## config.mk

```make
export PLATFORM = sky130hd
export DESIGN_NAME = axh_homing
export DESIGN_NICKNAME = d
export VERILOG_FILES = /design/src/hdl/axh_pkg.sv /design/src/hdl/axh_homing.sv
export SDC_FILE = /design/constraint.sdc
export NUM_CORES = 1
export LEC_CHECK = 0
export ABC_AREA = 1
export BUFFER_PORTS_ARGS = -buffer_cell sky130_fd_sc_hd__buf_4
export CORE_ASPECT_RATIO = 0.7
export CORE_MARGIN = 1.5
export CORE_UTILIZATION = 50
export CTS_BUF_LIST = sky130_fd_sc_hd__clkbuf_8 sky130_fd_sc_hd__clkbuf_16
export CTS_CLUSTER_DIAMETER = 60
export DETAILED_ROUTE_END_ITERATION = 6
export MAX_ROUTING_LAYER = met4
export PLACE_DENSITY = 0.72
export SLEW_MARGIN = 20
export SYNTH_ARGS = -nofsm -noshare
export SYNTH_HDL_FRONTEND = slang
export SYNTH_SLANG_ARGS = --single-unit
```

## constraint.sdc

```tcl
create_clock -name core_clk -period 4.47 [get_ports core_clk]
set_clock_uncertainty 0.1 [all_clocks]
set_input_delay 0.447 -clock core_clk [delete_from_list [all_inputs] [get_ports core_clk]]
set_output_delay 0.447 -clock core_clk [all_outputs]
set_load 0.02 [all_outputs]
```

## src/hdl/axh_pkg.sv

```systemverilog
// constants, types and register map of the axis homing command block
// Functional notes
// - a homing run starts only on a rising edge of the trigger
// - home value, switches, method, speeds, accel captured on rise while not busy
// - on completion the axis position takes the captured home value
// - 8-bit method, 16-bit switch speed, index speed, accel, all default zero
// - complete rises at finish, drops on trigger low or fault
// - active rises with trigger except for methods 8'h23 and 8'h25, drops on completion, stop, trigger low or fault
// - aborted rises when a stop interrupts a run, clears on trigger low
// - aborted with trigger already low lasts exactly one cycle
// - invalid conditions or inputs raise fault and record a fault code
// - trigger low clears fault and fault code
// - fault code idles at no-fault value, all flags default low
// - command accepted only at standstill, otherwise a fault
// - method selects a homing mode and its search sequence
package axh_pkg;
    // register byte offsets
    localparam logic [7:0] AXH_ADDR_CTRL = 8'h00;
    localparam logic [7:0] AXH_ADDR_HOME = 8'h04;
    localparam logic [7:0] AXH_ADDR_METH = 8'h08;
    localparam logic [7:0] AXH_ADDR_SPD = 8'h0C;
    localparam logic [7:0] AXH_ADDR_ACC = 8'h10;
    localparam logic [7:0] AXH_ADDR_STAT = 8'h14;
    localparam logic [7:0] AXH_ADDR_POS = 8'h18;
    // control bits
    localparam int AXH_CTRL_TRIG = 0;
    localparam int AXH_CTRL_STOP = 1;
    // status field positions
    localparam int AXH_ST_DONE = 0;
    localparam int AXH_ST_BUSY = 1;
    localparam int AXH_ST_ABORT = 2;
    localparam int AXH_ST_FAULT = 3;
    localparam int AXH_ST_STILL = 4;
    localparam int AXH_ST_CODE = 8;
    // switch bit positions in the pin vector
    localparam int AXH_SW_FWD = 0;
    localparam int AXH_SW_REV = 1;
    localparam int AXH_SW_REF = 2;
    localparam int AXH_SW_IX = 3;
    // reset values
    localparam logic [31:0] AXH_HOME_RST = 32'h0000_0000;
    localparam logic [7:0] AXH_METH_RST = 8'h00;
    localparam logic [15:0] AXH_WORD_RST = 16'h0000;
    // fault codes
    localparam logic [7:0] AXH_NO_FAULT_VALUE = 8'h00;
    localparam logic [7:0] AXH_FLT_NOT_STILL = 8'h01;
    localparam logic [7:0] AXH_FLT_BAD_METHOD = 8'h02;
    localparam logic [7:0] AXH_FLT_BAD_SPEED = 8'h03;

    // switch that ends the first search phase
    typedef enum logic [1:0] {
        AXH_SEL_NONE = 2'h0,
        AXH_SEL_FWD = 2'h1,
        AXH_SEL_REV = 2'h2,
        AXH_SEL_REF = 2'h3
    } axh_sel_t;

    typedef enum logic [2:0] {
        AXH_IDLE = 3'b001,
        AXH_SEEK_SW = 3'b010,
        AXH_SEEK_IX = 3'b100
    } axh_state_t;

    typedef struct packed {
        logic valid;
        axh_sel_t sel;
        logic fwd;
        logic use_ix;
    } axh_meth_t;

    typedef struct packed {
        logic psel;
        logic penable;
        logic pwrite;
        logic [7:0] paddr;
        logic [31:0] pwdata;
    } axh_apb_req_t;

    typedef struct packed {
        logic [31:0] prdata;
        logic pready;
        logic pslverr;
    } axh_apb_rsp_t;

    // motion request toward the axis drive
    typedef struct packed {
        logic run;
        logic fwd;
        logic [15:0] speed;
        logic [15:0] accel;
        logic pos_load;
        logic [31:0] pos_value;
    } axh_drv_t;

    typedef struct packed {
        logic [7:0] code;
        logic done;
        logic busy;
        logic abort;
        logic fault;
    } axh_stat_t;
endpackage
```

## src/hdl/axh_homing.sv

```systemverilog
// axis homing command block with apb register slave
`timescale 1ns/1ns
module axh_homing
    import axh_pkg::*;
(
    // clock and reset
    input wire logic core_clk,
    input wire logic srst,
    // register bus
    input axh_apb_req_t apb_req,
    output axh_apb_rsp_t apb_rsp,
    // switch pins: fwd limit, rev limit, ref switch, index pulse
    input wire logic fwd_limit_in,
    input wire logic rev_limit_in,
    input wire logic ref_switch_in,
    input wire logic index_pulse_in,
    // axis drive side
    input wire logic axis_standstill,
    output axh_drv_t drv_cmd,
    output logic [31:0] axis_position,
    // command flags
    output axh_stat_t cmd_stat
);
    typedef struct packed {
        axh_state_t st;
        logic cmd_trigger;
        logic trig_prev;
        logic stop_pend;
        logic [31:0] home_position_value;
        logic [7:0] homing_method_sel;
        logic [15:0] switch_search_speed;
        logic [15:0] index_search_speed;
        logic [15:0] homing_accel;
        logic [15:0] homing_decel;
        logic [31:0] home_cap;
        logic [15:0] sw_spd_cap;
        logic [15:0] ix_spd_cap;
        logic [15:0] acc_cap;
        axh_meth_t meth;
        logic [3:0] sw_cap;
        logic [3:0] s1;
        logic [3:0] s2;
        logic [3:0] s3;
        logic [3:0] filt;
        logic ix_prev;
        logic done;
        logic busy;
        logic abort;
        logic fault;
        logic [7:0] fault_code;
        logic fwd;
        logic pos_load;
        logic [31:0] axis_pos;
        logic [31:0] prdata;
    } axh_reg_t;

    axh_reg_t r_q;
    axh_reg_t r_d;

    // homing mode table, reduced set of the standard modes
    function automatic axh_meth_t meth_decode(input logic [7:0] m);
        axh_meth_t d;
        logic [7:0] b;
        d = '{valid: 1'b1, sel: AXH_SEL_NONE, fwd: 1'b0, use_ix: 1'b1};
        b = (m > 8'h10) ? m - 8'h10 : m;
        if (m > 8'h10 && m < 8'h1F) begin
            d.use_ix = 1'b0;
        end
        if (m == 8'h21 || m == 8'h22) begin
            d.fwd = m[1];
            d.sel = AXH_SEL_NONE;
        end else if (m == 8'h23 || m == 8'h25) begin
            d.use_ix = 1'b0;
        end else if (b == 8'h01) begin
            d.sel = AXH_SEL_REV;
        end else if (b == 8'h02) begin
            d.sel = AXH_SEL_FWD;
            d.fwd = 1'b1;
        end else if (b >= 8'h03 && b <= 8'h0E && m != 8'h0F && m != 8'h10) begin
            d.sel = AXH_SEL_REF;
            d.fwd = (b <= 8'h0A);
        end else begin
            d.valid = 1'b0;
        end
        return d;
    endfunction

    // true when the method's selected switch is active in vector v
    function automatic logic sw_hit(input axh_sel_t s, input logic [3:0] v);
        logic h;
        h = 1'b0;
        unique case (s)
            AXH_SEL_FWD: h = v[AXH_SW_FWD];
            AXH_SEL_REV: h = v[AXH_SW_REV];
            AXH_SEL_REF: h = v[AXH_SW_REF];
            AXH_SEL_NONE: h = 1'b0;
        endcase
        return h;
    endfunction

    logic [3:0] pins;
    logic setup_ph;
    logic access_ph;
    logic mapped;
    assign pins = {index_pulse_in, ref_switch_in, rev_limit_in, fwd_limit_in};
    assign setup_ph = apb_req.psel & ~apb_req.penable;
    assign access_ph = apb_req.psel & apb_req.penable;
    assign mapped = (apb_req.paddr <= AXH_ADDR_POS) && (apb_req.paddr[1:0] == 2'b00);

    always_comb begin
        axh_meth_t m;
        logic rise;
        logic fall;
        logic ix_rise;
        logic finish;
        m = meth_decode(r_q.homing_method_sel);
        r_d = r_q;
        r_d.pos_load = 1'b0;
        rise = 1'b0;
        fall = 1'b0;
        ix_rise = 1'b0;
        finish = 1'b0;

        // three-stage pin sync, level taken once stages two and three agree
        r_d.s1 = pins;
        r_d.s2 = r_q.s1;
        r_d.s3 = r_q.s2;
        r_d.filt = (r_q.s2 & r_q.s3) | (r_q.filt & (r_q.s2 | r_q.s3));
        r_d.ix_prev = r_q.filt[AXH_SW_IX];
        ix_rise = r_q.filt[AXH_SW_IX] & ~r_q.ix_prev;

        // apb writes at the access phase, read data latched at setup
        if (access_ph && apb_req.pwrite) begin
            unique case (apb_req.paddr)
                AXH_ADDR_CTRL: begin
                    r_d.cmd_trigger = apb_req.pwdata[AXH_CTRL_TRIG];
                    r_d.stop_pend = apb_req.pwdata[AXH_CTRL_STOP];
                end
                AXH_ADDR_HOME: r_d.home_position_value = apb_req.pwdata;
                AXH_ADDR_METH: r_d.homing_method_sel = apb_req.pwdata[7:0];
                AXH_ADDR_SPD: begin
                    r_d.switch_search_speed = apb_req.pwdata[15:0];
                    r_d.index_search_speed = apb_req.pwdata[31:16];
                end
                AXH_ADDR_ACC: begin
                    r_d.homing_accel = apb_req.pwdata[15:0];
                    r_d.homing_decel = apb_req.pwdata[31:16]; // stored and read back, never used for motion
                end
                default: ;
            endcase
        end
        if (setup_ph) begin
            r_d.prdata = '0;
            unique case (apb_req.paddr)
                AXH_ADDR_CTRL: r_d.prdata[AXH_CTRL_TRIG] = r_q.cmd_trigger;
                AXH_ADDR_HOME: r_d.prdata = r_q.home_position_value;
                AXH_ADDR_METH: r_d.prdata[7:0] = r_q.homing_method_sel;
                AXH_ADDR_SPD: r_d.prdata = {r_q.index_search_speed, r_q.switch_search_speed};
                AXH_ADDR_ACC: r_d.prdata = {r_q.homing_decel, r_q.homing_accel};
                AXH_ADDR_STAT: begin
                    r_d.prdata[AXH_ST_DONE] = r_q.done;
                    r_d.prdata[AXH_ST_BUSY] = r_q.busy;
                    r_d.prdata[AXH_ST_ABORT] = r_q.abort;
                    r_d.prdata[AXH_ST_FAULT] = r_q.fault;
                    r_d.prdata[AXH_ST_STILL] = axis_standstill;
                    r_d.prdata[AXH_ST_CODE +: 8] = r_q.fault_code;
                end
                AXH_ADDR_POS: r_d.prdata = r_q.axis_pos;
                default: ;
            endcase
        end

        // trigger edges, the write above lands next cycle
        r_d.trig_prev = r_q.cmd_trigger;
        rise = r_q.cmd_trigger & ~r_q.trig_prev;
        fall = ~r_q.cmd_trigger & r_q.trig_prev;

        // flags that hold only for one cycle once the trigger is low
        if (!r_q.cmd_trigger && r_q.done) begin
            r_d.done = 1'b0;
        end
        if (!r_q.cmd_trigger && r_q.abort) begin
            r_d.abort = 1'b0;
        end
        if (fall) begin
            r_d.busy = 1'b0;
            r_d.fault = 1'b0;
            r_d.fault_code = AXH_NO_FAULT_VALUE;
            r_d.st = AXH_IDLE;
        end

        // start check and parameter capture
        if (rise && !r_q.busy) begin
            r_d.home_cap = r_q.home_position_value;
            r_d.sw_spd_cap = r_q.switch_search_speed;
            r_d.ix_spd_cap = r_q.index_search_speed;
            r_d.acc_cap = r_q.homing_accel;
            r_d.sw_cap = r_q.filt;
            r_d.meth = m;
            r_d.fwd = m.fwd;
            r_d.done = 1'b0;
            r_d.abort = 1'b0;
            if (!axis_standstill) begin
                r_d.fault = 1'b1;
                r_d.fault_code = AXH_FLT_NOT_STILL;
            end else if (!m.valid) begin
                r_d.fault = 1'b1;
                r_d.fault_code = AXH_FLT_BAD_METHOD;
            end else if ((m.sel != AXH_SEL_NONE && r_q.switch_search_speed == AXH_WORD_RST)
                    || (m.use_ix && r_q.index_search_speed == AXH_WORD_RST)) begin
                r_d.fault = 1'b1;
                r_d.fault_code = AXH_FLT_BAD_SPEED;
            end else if (m.sel != AXH_SEL_NONE) begin
                r_d.busy = 1'b1;
                r_d.st = AXH_SEEK_SW;
            end else if (m.use_ix) begin
                r_d.busy = 1'b1;
                r_d.st = AXH_SEEK_IX;
            end else begin
                r_d.busy = 1'b1;
                finish = 1'b1;
            end
        end else if (r_q.busy && !fall) begin
            // search sequence
            unique case (r_q.st)
                AXH_SEEK_SW: begin
                    if (sw_hit(r_q.meth.sel, r_q.filt | r_q.sw_cap)) begin
                        if (r_q.meth.use_ix) begin
                            r_d.st = AXH_SEEK_IX;
                            r_d.fwd = ~r_q.fwd; // back off the switch
                        end else begin
                            finish = 1'b1;
                        end
                    end
                end
                AXH_SEEK_IX: begin
                    if (ix_rise) begin
                        finish = 1'b1;
                    end
                end
                AXH_IDLE: finish = 1'b1;
            endcase
            r_d.sw_cap = '0;
            if (r_q.stop_pend && !finish) begin
                r_d.abort = 1'b1;
                r_d.busy = 1'b0;
                r_d.st = AXH_IDLE;
            end
        end

        // completion loads the home value into the axis position
        if (finish) begin
            r_d.done = 1'b1;
            r_d.busy = 1'b0;
            r_d.st = AXH_IDLE;
            r_d.axis_pos = r_d.home_cap;
            r_d.pos_load = 1'b1;
        end
        if (r_d.fault) begin
            r_d.done = 1'b0;
            r_d.busy = 1'b0;
        end
        if (!(access_ph && apb_req.pwrite && apb_req.paddr == AXH_ADDR_CTRL)) begin
            r_d.stop_pend = 1'b0;
        end
    end

    // state register
    always_ff @(posedge core_clk) begin
        if (srst) begin
            r_q <= '0;
            r_q.st <= AXH_IDLE;
            r_q.home_position_value <= AXH_HOME_RST;
            r_q.homing_method_sel <= AXH_METH_RST;
            r_q.switch_search_speed <= AXH_WORD_RST;
            r_q.index_search_speed <= AXH_WORD_RST;
            r_q.homing_accel <= AXH_WORD_RST;
            r_q.homing_decel <= AXH_WORD_RST;
            r_q.fault_code <= AXH_NO_FAULT_VALUE;
        end else begin
            r_q <= r_d;
        end
    end

    // bus answer, zero wait states
    assign apb_rsp.prdata = r_q.prdata;
    assign apb_rsp.pready = 1'b1;
    assign apb_rsp.pslverr = access_ph & ~mapped;

    // drive request and flags
    assign drv_cmd.run = r_q.busy;
    assign drv_cmd.fwd = r_q.fwd;
    assign drv_cmd.speed = (r_q.st == AXH_SEEK_IX) ? r_q.ix_spd_cap : r_q.sw_spd_cap;
    assign drv_cmd.accel = r_q.acc_cap;
    assign drv_cmd.pos_load = r_q.pos_load;
    assign drv_cmd.pos_value = r_q.axis_pos;
    assign axis_position = r_q.axis_pos;
    assign cmd_stat.code = r_q.fault_code;
    assign cmd_stat.done = r_q.done;
    assign cmd_stat.busy = r_q.busy;
    assign cmd_stat.abort = r_q.abort;
    assign cmd_stat.fault = r_q.fault;
endmodule

```

==> flow_summary.toml, run 1 <==
[status]
status = "complete, but fails checks"
violations = "design-rule violations"

[route]
via_count = 11000
drtAntennaViolNets = 0
dr.pass1.iters = 7
post_drt_wl_per_cell_um = 19.1
drt_iter0_markers = 1288
wl_mm = 37.2
drc_errors = 4
viasPerCell = 5.62

[sta]
max_freq_ghz = 0.315
final_hold_viol_count = 0
finalSetupViolations = 0
worstMarginPinSlew_ns = 0.994
min_period_over_period_pct = 71.0
rsz0062_at_grt = "no"
relSlewSlack_pct = 33.7
tns_ns = 0
fin_crit_ns = 3.17
slew_viol_final = 0

[place]
numPortBuffers = 193
dp_cells = 1897
place.gp.congestion = 0.961
post-dp-hpwl_mm = 25.6

[clock_network]
cts_resized = 0
clk_pin_slew_ns = 0.06
clock_latency_ns = 0.58
htree_num_levels = 1
tritoncts = "yes"
cts_sinks = 291
cts_setup_buffers = 0
numCtsBuffers = 28
clk_path_buf_depth = 3
ctsHoldBuffers = 0
cts_root_buf = "clkbuf_16"

[floorplan]
core_mm2 = 0.0246
pin_count = 195
start_util_pct = 50.7
die_height_um = 135
rows = 48
dieArea_mm2 = 0.0259
die_w_um = 192

[critical_path]
required_ns = 3.92
start_kind = "register"
end_kind = "output pin"
cp_slowest_stage_delay_ns = 0.81
critPathKind = "register to output pin"
reg2reg_depth = 10
slowest_stage = "o21ai_0"
path_max_fanout = 34
crit_chain = "nor2_1 -> nand2_1 -> o21ai_0 -> buf_4"
worstPathArrival_ns = 2.63

[synth]
syn-num-nets = 1630
synth_area_per_cell_um2 = 7.90
ys_seq_area_share_pct = 46.8
ys_ff_latch = 291
netlist_area_mm2 = 0.0125
synthCells = 1577
ys_types = 45
yosysWarnings = 0

[layout]
diodes = 0
final_cell_count_no_fill = 1948
final_common_cell = "dfxtp_1"
layout_common_cells = "dfxtp_1 (291), nand2_1 (211), buf_4 (209)"
fin_util_pct = 57.3
area_growth_pct = 13.0
layout-drive-gt1-share_pct = 19.3
final_nets = 1655

[global_routing]
antenna_found_initial = 1
grt_pass1_vias = 9731
grt_pass1_wl_mm = 56.2
grt_start_max_net_pins = 113
grt_usage_pct = 28.9
grt_overflow_total = 0

[run]
maxCapViolCount = 0

[hold_path]
min_path_cells = 3
holdCritPathClass = "input pin to register"

[power]
leakagePower_nw = 5.60
p_per_area_mw_per_mm2 = 374
peakVddDrop_uv = 313
synthesized netlist by cell type (all sizes together):
| cell | number | area (um2) |
|---|---|---|
| dfxtp | 291 | 5830 |
| o21ai | 227 | 1240 |
| nand2 | 216 | 833 |
| nor2 | 180 | 719 |
| buf | 145 | 1080 |
| inv | 140 | 526 |
| a21oi | 108 | 556 |
| clkbuf | 69 | 259 |
| nand3 | 49 | 260 |
| mux2i | 31 | 310 |
| o22ai | 24 | 150 |
| nand4 | 16 | 100 |
| a221oi | 14 | 123 |
| o2111ai | 13 | 114 |
| nor3 | 12 | 65.1 |
| a31oi | 10 | 62.6 |
| clkinv | 6 | 23.8 |
| nor4 | 6 | 37.5 |
| a41oi | 5 | 43.8 |
| o211ai | 4 | 30.0 |
| ha | 3 | 37.5 |
| o32ai | 2 | 17.5 |
| a211oi | 1 | 7.51 |
| a22oi | 1 | 7.51 |
| and3 | 1 | 6.26 |
| conb | 1 | 3.75 |
| o21bai | 1 | 7.51 |
| o311ai | 1 | 8.76 |
layer usage:
metal | vias to the layer above | part of all wire [%] | GRT usage [%]
met3 | 78 | 12 | 6.39
met5 | - | 0 | -
met2 | 607 | 40 | 38.7
li1 | 5138 | - | -
met1 | 5127 | 46 | 42.8
met4 | 0 | 2.7 | 8.77
cells by family (layout without fill, tap and decap cells):
group                      Yosys count  in the layout  share of synthesized area, %
AOI/OAI and AO/OA                  411            411                          19.0
adders and majority gates            3              3                         0.301
buffers and inverters              360            406                          15.2
DFF                                291            291                          46.8
muxes                               31             31                          2.49
other                                1              1                        0.0301
and+or+nand+nor                    480            480                          16.2
state kept, by name (all words and copies together) (netlist names):
| register | flops |
|---|---|
| axis_position | 32 |
| apb_rsp | 32 |
| r_d | 10 |
| drv_cmd | 18 |
| r_q | 187 |
| cmd_stat | 12 |
critical path, delay by kind of cell, from the launching register on:
| kind | cells | cell delay (ns) |
|---|---|---|
| DFF | 1 | 0.36 |
| and+or+nand+nor | 2 | 0.64 |
| buffers and inverters | 1 | 0.26 |
| AOI/OAI and AO/OA | 1 | 0.81 |
stage by stage:
step	setup WS (ns)	instance area, um2	total power [mW]	hold slack (ns)
6_report	1.30	14100	5.27	0.0138
5_1_grt	1.21	14100	5.39	0.0167
4_1_cts	1.43	14100	5.27	0.0116
3_5_place_dp	1.60	13100	2.84	0.302
3_3_place_gp	1.69	13100	2.84	0.300
2_1_floorplan	2.40	12500	2.76	0.288
final cells by class:
type | instances | area, um2
clock buffer | 35 | 797
clock inverter | 16 | 180
fill | 2214 | 10500
inverter | 146 | 551
multi-input combinational | 926 | 4750
sequential | 291 | 5830
tap | 325 | 407
timing repair buffer | 209 | 1570
power breakdown:
group          switching (mW)  internal (mW)  leakage, nW
Sequential            0.00762           2.60         2.35
Clock                    1.04           1.44        0.505
Combinational           0.119         0.0586         2.75
path summary, 6_finish.rpt:
| path | startpoint | end | slack [ns] |
|---|---|---|---|
| worst min register to register | r_d[89] | r_d[85] | 0.31 |
| worst max register to register | r_q[291] | axis_position[26] | 1.57 |
| worst min-delay path | apb_req[30] | r_q[286] | 0.01 |
| worst max-delay path | r_q[291] | drv_cmd[57] | 1.30 |
No activity file was read; power rests on OpenSTA's default activity.
==> inputs of run 2 (changes only) <==
--- a/config.mk
+++ b/config.mk
@@ -5,7 +5,7 @@
 export SDC_FILE = /design/constraint.sdc
 export NUM_CORES = 1
 export LEC_CHECK = 0
-export ABC_AREA = 1
+export ABC_AREA = 0
 export BUFFER_PORTS_ARGS = -buffer_cell sky130_fd_sc_hd__buf_4
 export CORE_ASPECT_RATIO = 0.7
 export CORE_MARGIN = 1.5
==> constraint.sdc (replaced) <==
create_clock -name core_clk -period 3 [get_ports core_clk]
set_clock_uncertainty 0.1 [all_clocks]
set_input_delay 0.3 -clock core_clk [delete_from_list [all_inputs] [get_ports core_clk]]
set_output_delay 0.3 -clock core_clk [all_outputs]
set_load 0.02 [all_outputs]
==> run 2 against run 1 <==
The run now ends clean. Global-route usage is 0.77 points lower. Core utilization grew 3.1 points. Via count grew 1.8%. Design area rose by 5.6%. Critical path depth grew 4. Combinational power up 70%. Worst setup slack worse by 1.1 ns. Sequential cell count unchanged. Sequential share of layout area shrank 2.2 points. Register-to-register slack worse by 1.4 ns. Die area up 0.67%. Synthesized area is 0.68% higher. Critical path type is now register to register. Critical endpoint is now cmd_stat[2]. Largest cell class unchanged.
==> flow_summary.toml, run 2 <==
[synth]
syn-num-nets = 1569
yosys-top-cells-count = "nand2_1 (334), dfxtp_1 (291), a21oi_1 (201)"
synthTopCellsByArea = "dfxtp_1 (46%), nand2_1 (10%), a21oi_1 (8.0%), buf_4 (8.0%), nor2_1 (3.8%)"
synth_most_common_cell = "nand2_1"
synth-adder-area-share_pct = 0.299
ys_types = 61
synth_compound_area_share_pct = 17.4
ys_ff_latch = 291
synth_top_area_share_pct = 46.4
synth_flop_cell = "dfxtp_1"
synthCells = 1516
synth_area_per_cell_um2 = 8.27
netlist_area_mm2 = 0.0125
yosysWarnings = 0
async_reset_ff_share_pct = 0
synth-edff-count = 0
synthMuxAreaShare_pct = 5.08
synth_top_family_by_area = "simple AND/OR/NAND/NOR gates"
synthSimpleGateAreaFrac_pct = 19.1
ys_seq_area_share_pct = 46.4
synthXorXnorAreaFrac_pct = 0.279
yosys.area.top_type = "dfxtp_1"

[layout]
multi_input_area_mm2 = 0.00534
area_growth_pct = 18.6
final_nets = 1632
largest_reg_flops = 187
final_cell_count_no_fill = 1927
regMostFlops = "r_q"
final.fill_count = 2161
seq_area_mm2 = 0.00583
layout_common_cells = "nand2_1 (333), dfxtp_1 (290), buf_4 (226)"
final_common_cell = "nand2_1"
layout-drive-gt1-share_pct = 20.0

[route]
post_drt_wl_per_cell_um = 19.0
drt_iter0_markers = 1344
drc_errors = 0
dr.pass1.iters = 6
viasPerCell = 5.78
wl_mm = 36.7
drtAntennaViolNets = 0
via_count = 11100

[floorplan]
die_w_um = 192
dieArea_mm2 = 0.0261
die_height_um = 136
core_mm2 = 0.0246
rows = 48
pin_count = 195
start_util_pct = 50.9

[sta]
slew_viol_final = 0
tns_ns = 0
rsz0062_at_grt = "no"
final_hold_viol_count = 0
relSlewSlack_pct = 29.3
min_period_over_period_pct = 92.9
finalSetupViolations = 0
max_freq_ghz = 0.359
fin_crit_ns = 2.79
worstMarginPinSlew_ns = 1.06

[critical_path]
critPathKind = "register to register"
worstPathArrival_ns = 3.11
start_kind = "register"
path_max_fanout = 6
required_ns = 3.33
end_kind = "register"

[clock_network]
cts_sinks = 291
numCtsBuffers = 28
clk_path_buf_depth = 3
clock_latency_ns = 0.55
tritoncts = "yes"
cts_root_buf = "clkbuf_16"
htree_num_levels = 1
clk_pin_slew_ns = 0.07

[global_routing]
grt_usage_pct = 28.2
grt_pass1_wl_mm = 55.8
grt_overflow_total = 0
grt_pass1_vias = 10000
grt_start_max_net_pins = 128
antenna_found_initial = 0

[power]
total_power_mw = 8.35
leakagePower_nw = 5.69
p_per_area_mw_per_mm2 = 561
peakVddDrop_uv = 484

[status]
status = "finished clean"

[place]
post-dp-hpwl_mm = 25.4
dp_cells = 1837
place.gp.congestion = 0.952
numPortBuffers = 193

[run]
maxCapViolCount = 0

[hold_path]
holdCritPathClass = "input pin to register"
run 2: changes by cell type in the layout (fill, tap and decap cells not counted), sizes merged, moves of 23 or more:
cell and change:
a211oi +45, a21oi +93, a22oi +23, dlygate4sd3 +36, inv -138, nand2 +118, nand3 -37, nor2 -53
o21ai -202
run 2: cell type report:
| cell class | instances | share of cell area (%) |
|---|---|---|
| Sequential cell | 291 | 39.2 |
| Inverter | 6 | 0.151 |
| Clock inverter | 17 | 2.03 |
| Antenna cell | 1 | 0.0168 |
| Clock buffer | 35 | 5.43 |
| Timing Repair Buffer | 268 | 14.6 |
| Tap cell | 325 | 2.73 |
| Multi-Input combinational cell | 984 | 35.9 |
run 2: what timing repair did:
| action | in CTS | in global routing |
|---|---|---|
| hold endpoints to repair | 110 | 0 |
| endpoints found under the setup margin | 0 | 20 |
| resized for setup | 0 | 4 |
| hold buffers | 36 | 0 |
| buffers inserted | 0 | 1 |
run 2: stage by stage:
stage,util [%],area (um2),setup WS (ns),hold WS [ns]
floorplan,-,12500,0.495,0.314
global placement,54.3,13400,0.236,0.316
detailed placement,54.3,13400,0.116,0.320
CTS,60.3,14900,0.101,0.0180
global route,60.4,14900,0.0481,0.0399
finish,60.4,14900,0.214,0.0478
run 2: kinds of logic after synthesis:
logic type / count (synthesis)
AOI/OAI and AO/OA: 351
xor gates and xnor gates: 4
adders and majority gates: 3
buffers and inverters: 241
DFF: 291
muxes: 61
other: 1
and+or+nand+nor: 564
run 2: critical path, stage by stage, from the launching register on:
cell       delay (ns)
dfxtp_1          0.41
inv_1            0.12
ha_1             0.25
or4_1            0.42
a221oi_2         0.30
nor3_1           0.15
nand3b_1         0.33
o22a_1           0.25
a2111oi_1        0.33
run 2: where the power goes:
group	switching (mW)	internal, mW	leakage (nW)
Clock	1.56	2.60	0.536
Combinational	0.184	0.118	2.81
Sequential	0.00972	3.88	2.35
Total	1.75	6.60	5.69
run 2: worst paths after layout:
kind | from | endpoint | slack, ns | cells after the start
worst max register to register | r_q[253] | cmd_stat[2] | 0.21 | 8
worst min register to register | r_d[90] | r_d[86] | 0.34 | 1
worst min-delay path | axis_standstill | cmd_stat[5] | 0.05 | 3
worst max-delay path | r_q[253] | cmd_stat[2] | 0.21 | 8
run 2: routing by layer:
layer  up-vias  share of wire, %  global-route usage, %
li1       5197                 -                      -
met1      5325                45                   39.7
met2       535                43                   41.2
met3        86               8.1                   4.01
met4         0               3.7                   9.82
met5         -                 0                      -
==> inputs of run 3 (changes only) <==
--- a/config.mk
+++ b/config.mk
@@ -7,7 +7,7 @@
 export LEC_CHECK = 0
 export ABC_AREA = 0
 export BUFFER_PORTS_ARGS = -buffer_cell sky130_fd_sc_hd__buf_4
-export CORE_ASPECT_RATIO = 0.7
+export CORE_ASPECT_RATIO = 1.1
 export CORE_MARGIN = 1.5
 export CORE_UTILIZATION = 50
 export CTS_BUF_LIST = sky130_fd_sc_hd__clkbuf_8 sky130_fd_sc_hd__clkbuf_16
==> run 3 against run 2 <==
Design area decreased by 1.3%. Non-clock buffer count decreased by 6. Cell count decreased by 1.1%. Critical path depth unchanged. Combinational power decreased by 2%. Global-route usage decreased by 1.5 points. Clock power decreased by 13%. Maximum frequency decreased by 0.26%. Sequential cell count unchanged. Register-to-register slack about the same.
==> flow_summary.toml, run 3 (synthesis results as in run 2) <==
[layout]
diodes = 0
layout_common_cells = "nand2_1 (333), dfxtp_1 (291), buf_4 (218)"
final.fill_count = 2222
regMostFlops = "r_q"
final_nets = 1627
layout-drive-gt1-share_pct = 19.4
final_common_cell = "nand2_1"
final_cell_count_no_fill = 1906
area_growth_pct = 17.1
largest_reg_flops = 187

[hold_path]
holdCritPathClass = "input pin to register"
min_path_cells = 2
min_to = "r_q[288]"
holdCritStartpoint = "apb_req[35]"

[place]
place.gp.congestion = 0.914
post-dp-hpwl_mm = 24.2
dp_cells = 1816
numPortBuffers = 193

[sta]
finalSetupViolations = 0
min_period_over_period_pct = 93.1
relSlewSlack_pct = 36.4
final_hold_viol_count = 0
worstMarginPinSlew_ns = 0.954
max_freq_ghz = 0.358
tns_ns = 0
rsz0062_at_grt = "no"
slew_viol_final = 0
fin_crit_ns = 2.79

[floorplan]
start_util_pct = 51.1
die_height_um = 169
rows = 60
pin_count = 195
dieArea_mm2 = 0.0260
die_w_um = 154
core_mm2 = 0.0245

[route]
wl_mm = 34.8
via_count = 10700
post_drt_wl_per_cell_um = 18.3
drtAntennaViolNets = 0
drt_iter0_markers = 776
drc_errors = 0
viasPerCell = 5.59
dr.pass1.iters = 5

[critical_path]
path_max_fanout = 8
reg2reg_depth = 8
critPathKind = "register to register"
r2r_slack_ns = 0.21
crit_start = "r_q[252]"
start_kind = "register"
required_ns = 3.40
r2r-end = "cmd_stat[10]"
end_kind = "register"
worstPathArrival_ns = 3.19
r2r_start = "r_q[252]"

[power]
p_clk_share_pct = 46.4
p_int_mw = 6.12
peakVddDrop_uv = 443
power.share.sequential_pct = 49.8
p_comb_share_pct = 3.8
p_per_area_mw_per_mm2 = 531
p_sw_mw = 1.68
leakagePower_nw = 5.62
switching_share_pct = 21.5

[clock_network]
clk_pin_slew_ns = 0.06
tritoncts = "yes"
clock_latency_ns = 0.55
clk_path_buf_depth = 3
cts_sinks = 291
htree_num_levels = 1
numCtsBuffers = 29
cts_root_buf = "clkbuf_16"

[global_routing]
grt_usage_pct = 26.7
grt_overflow_total = 0
grt_pass1_vias = 9972
grt_start_max_net_pins = 140
grt_pass1_wl_mm = 53.8
antenna_found_initial = 0

[status]
status = "finished clean"

[run]
maxCapViolCount = 0
-- run 3: changes by cell type in the layout (fill, tap and decap cells not counted), moves of 3 or more --
cell / previous run / this run
inv_1: 7 / 12
and2_0: 0 / 3
buf_4: 226 / 218
and2_1: 9 / 6
bufinv_16: 8 / 2
-- run 3: worst max-delay path by stage --
| stage | to | slack (ns) | cells past startpoint |
|---|---|---|---|
| after CTS | cmd_stat[10] | 0.26 | 8 |
| final | cmd_stat[10] | 0.21 | 8 |
| after floorplan | r_q[291] | 0.49 | 8 |
| after global routing | cmd_stat[6] | 0.09 | 8 |
| after detailed placement | r_q[291] | 0.27 | 8 |
| after global placement | r_q[291] | 0.32 | 8 |
-- run 3: through the flow --
| step | worst slack (ns) | hold WS [ns] | total power [mW] | util, % | cell area, um2 |
|---|---|---|---|---|---|
| floorplan | 0.495 | 0.314 | 4.11 | - | 12500 |
| global placement | 0.318 | 0.323 | 4.23 | 54.3 | 13300 |
| detailed placement | 0.269 | 0.338 | 4.23 | 54.4 | 13300 |
| CTS | 0.257 | 0.0461 | 7.87 | 59.8 | 14700 |
| global route | 0.0896 | 0.0573 | 8.06 | 59.8 | 14700 |
| finish | 0.207 | 0.0709 | 7.80 | 59.8 | 14700 |
-- run 3: cell type report --
class	instances	area, um2	share of cell area [%]
Sequential cell	291	5830	39.7
Clock inverter	16	136	0.929
Inverter	6	22.5	0.153
Multi-Input combinational cell	984	5340	36.3
Timing Repair Buffer	262	2140	14.6
Tap cell	310	388	2.64
Clock buffer	37	836	5.69
-- run 3: power groups by stage --
stage / clock network (mW) / registers (mW) / logic [mW]
final: 3.62 / 3.89 / 0.295
after global routing: 3.85 / 3.89 / 0.314
after CTS: 3.69 / 3.89 / 0.292
after detailed placement: 0 / 3.98 / 0.253
after global placement: 0 / 3.97 / 0.252
after floorplan: 0 / 3.97 / 0.136
-- run 3: routing by layer --
layer	part of all wire, %	GRT usage [%]	up-vias
met5	0	-	-
met4	3.7	10.4	0
met3	6.2	3.84	78
met2	50	46.0	362
met1	40	31.5	5029
li1	-	-	5182
-- run 3: worst max-delay path: stages (launching register included) --
cell and delay, ns:
dfxtp_1 0.49, inv_1 0.13, ha_1 0.27, or4_1 0.42
a221oi_2 0.27, nor3_1 0.14, nand3b_1 0.26, a211oi_2 0.48
and2_1 0.20
-- run 3: what timing repair did --
| item | in CTS | in global routing |
|---|---|---|
| resized for setup | 0 | 0 |
| setup buffers | 0 | 0 |
| hold buffers | 37 | 0 |
| hold endpoints to repair | 110 | 0 |
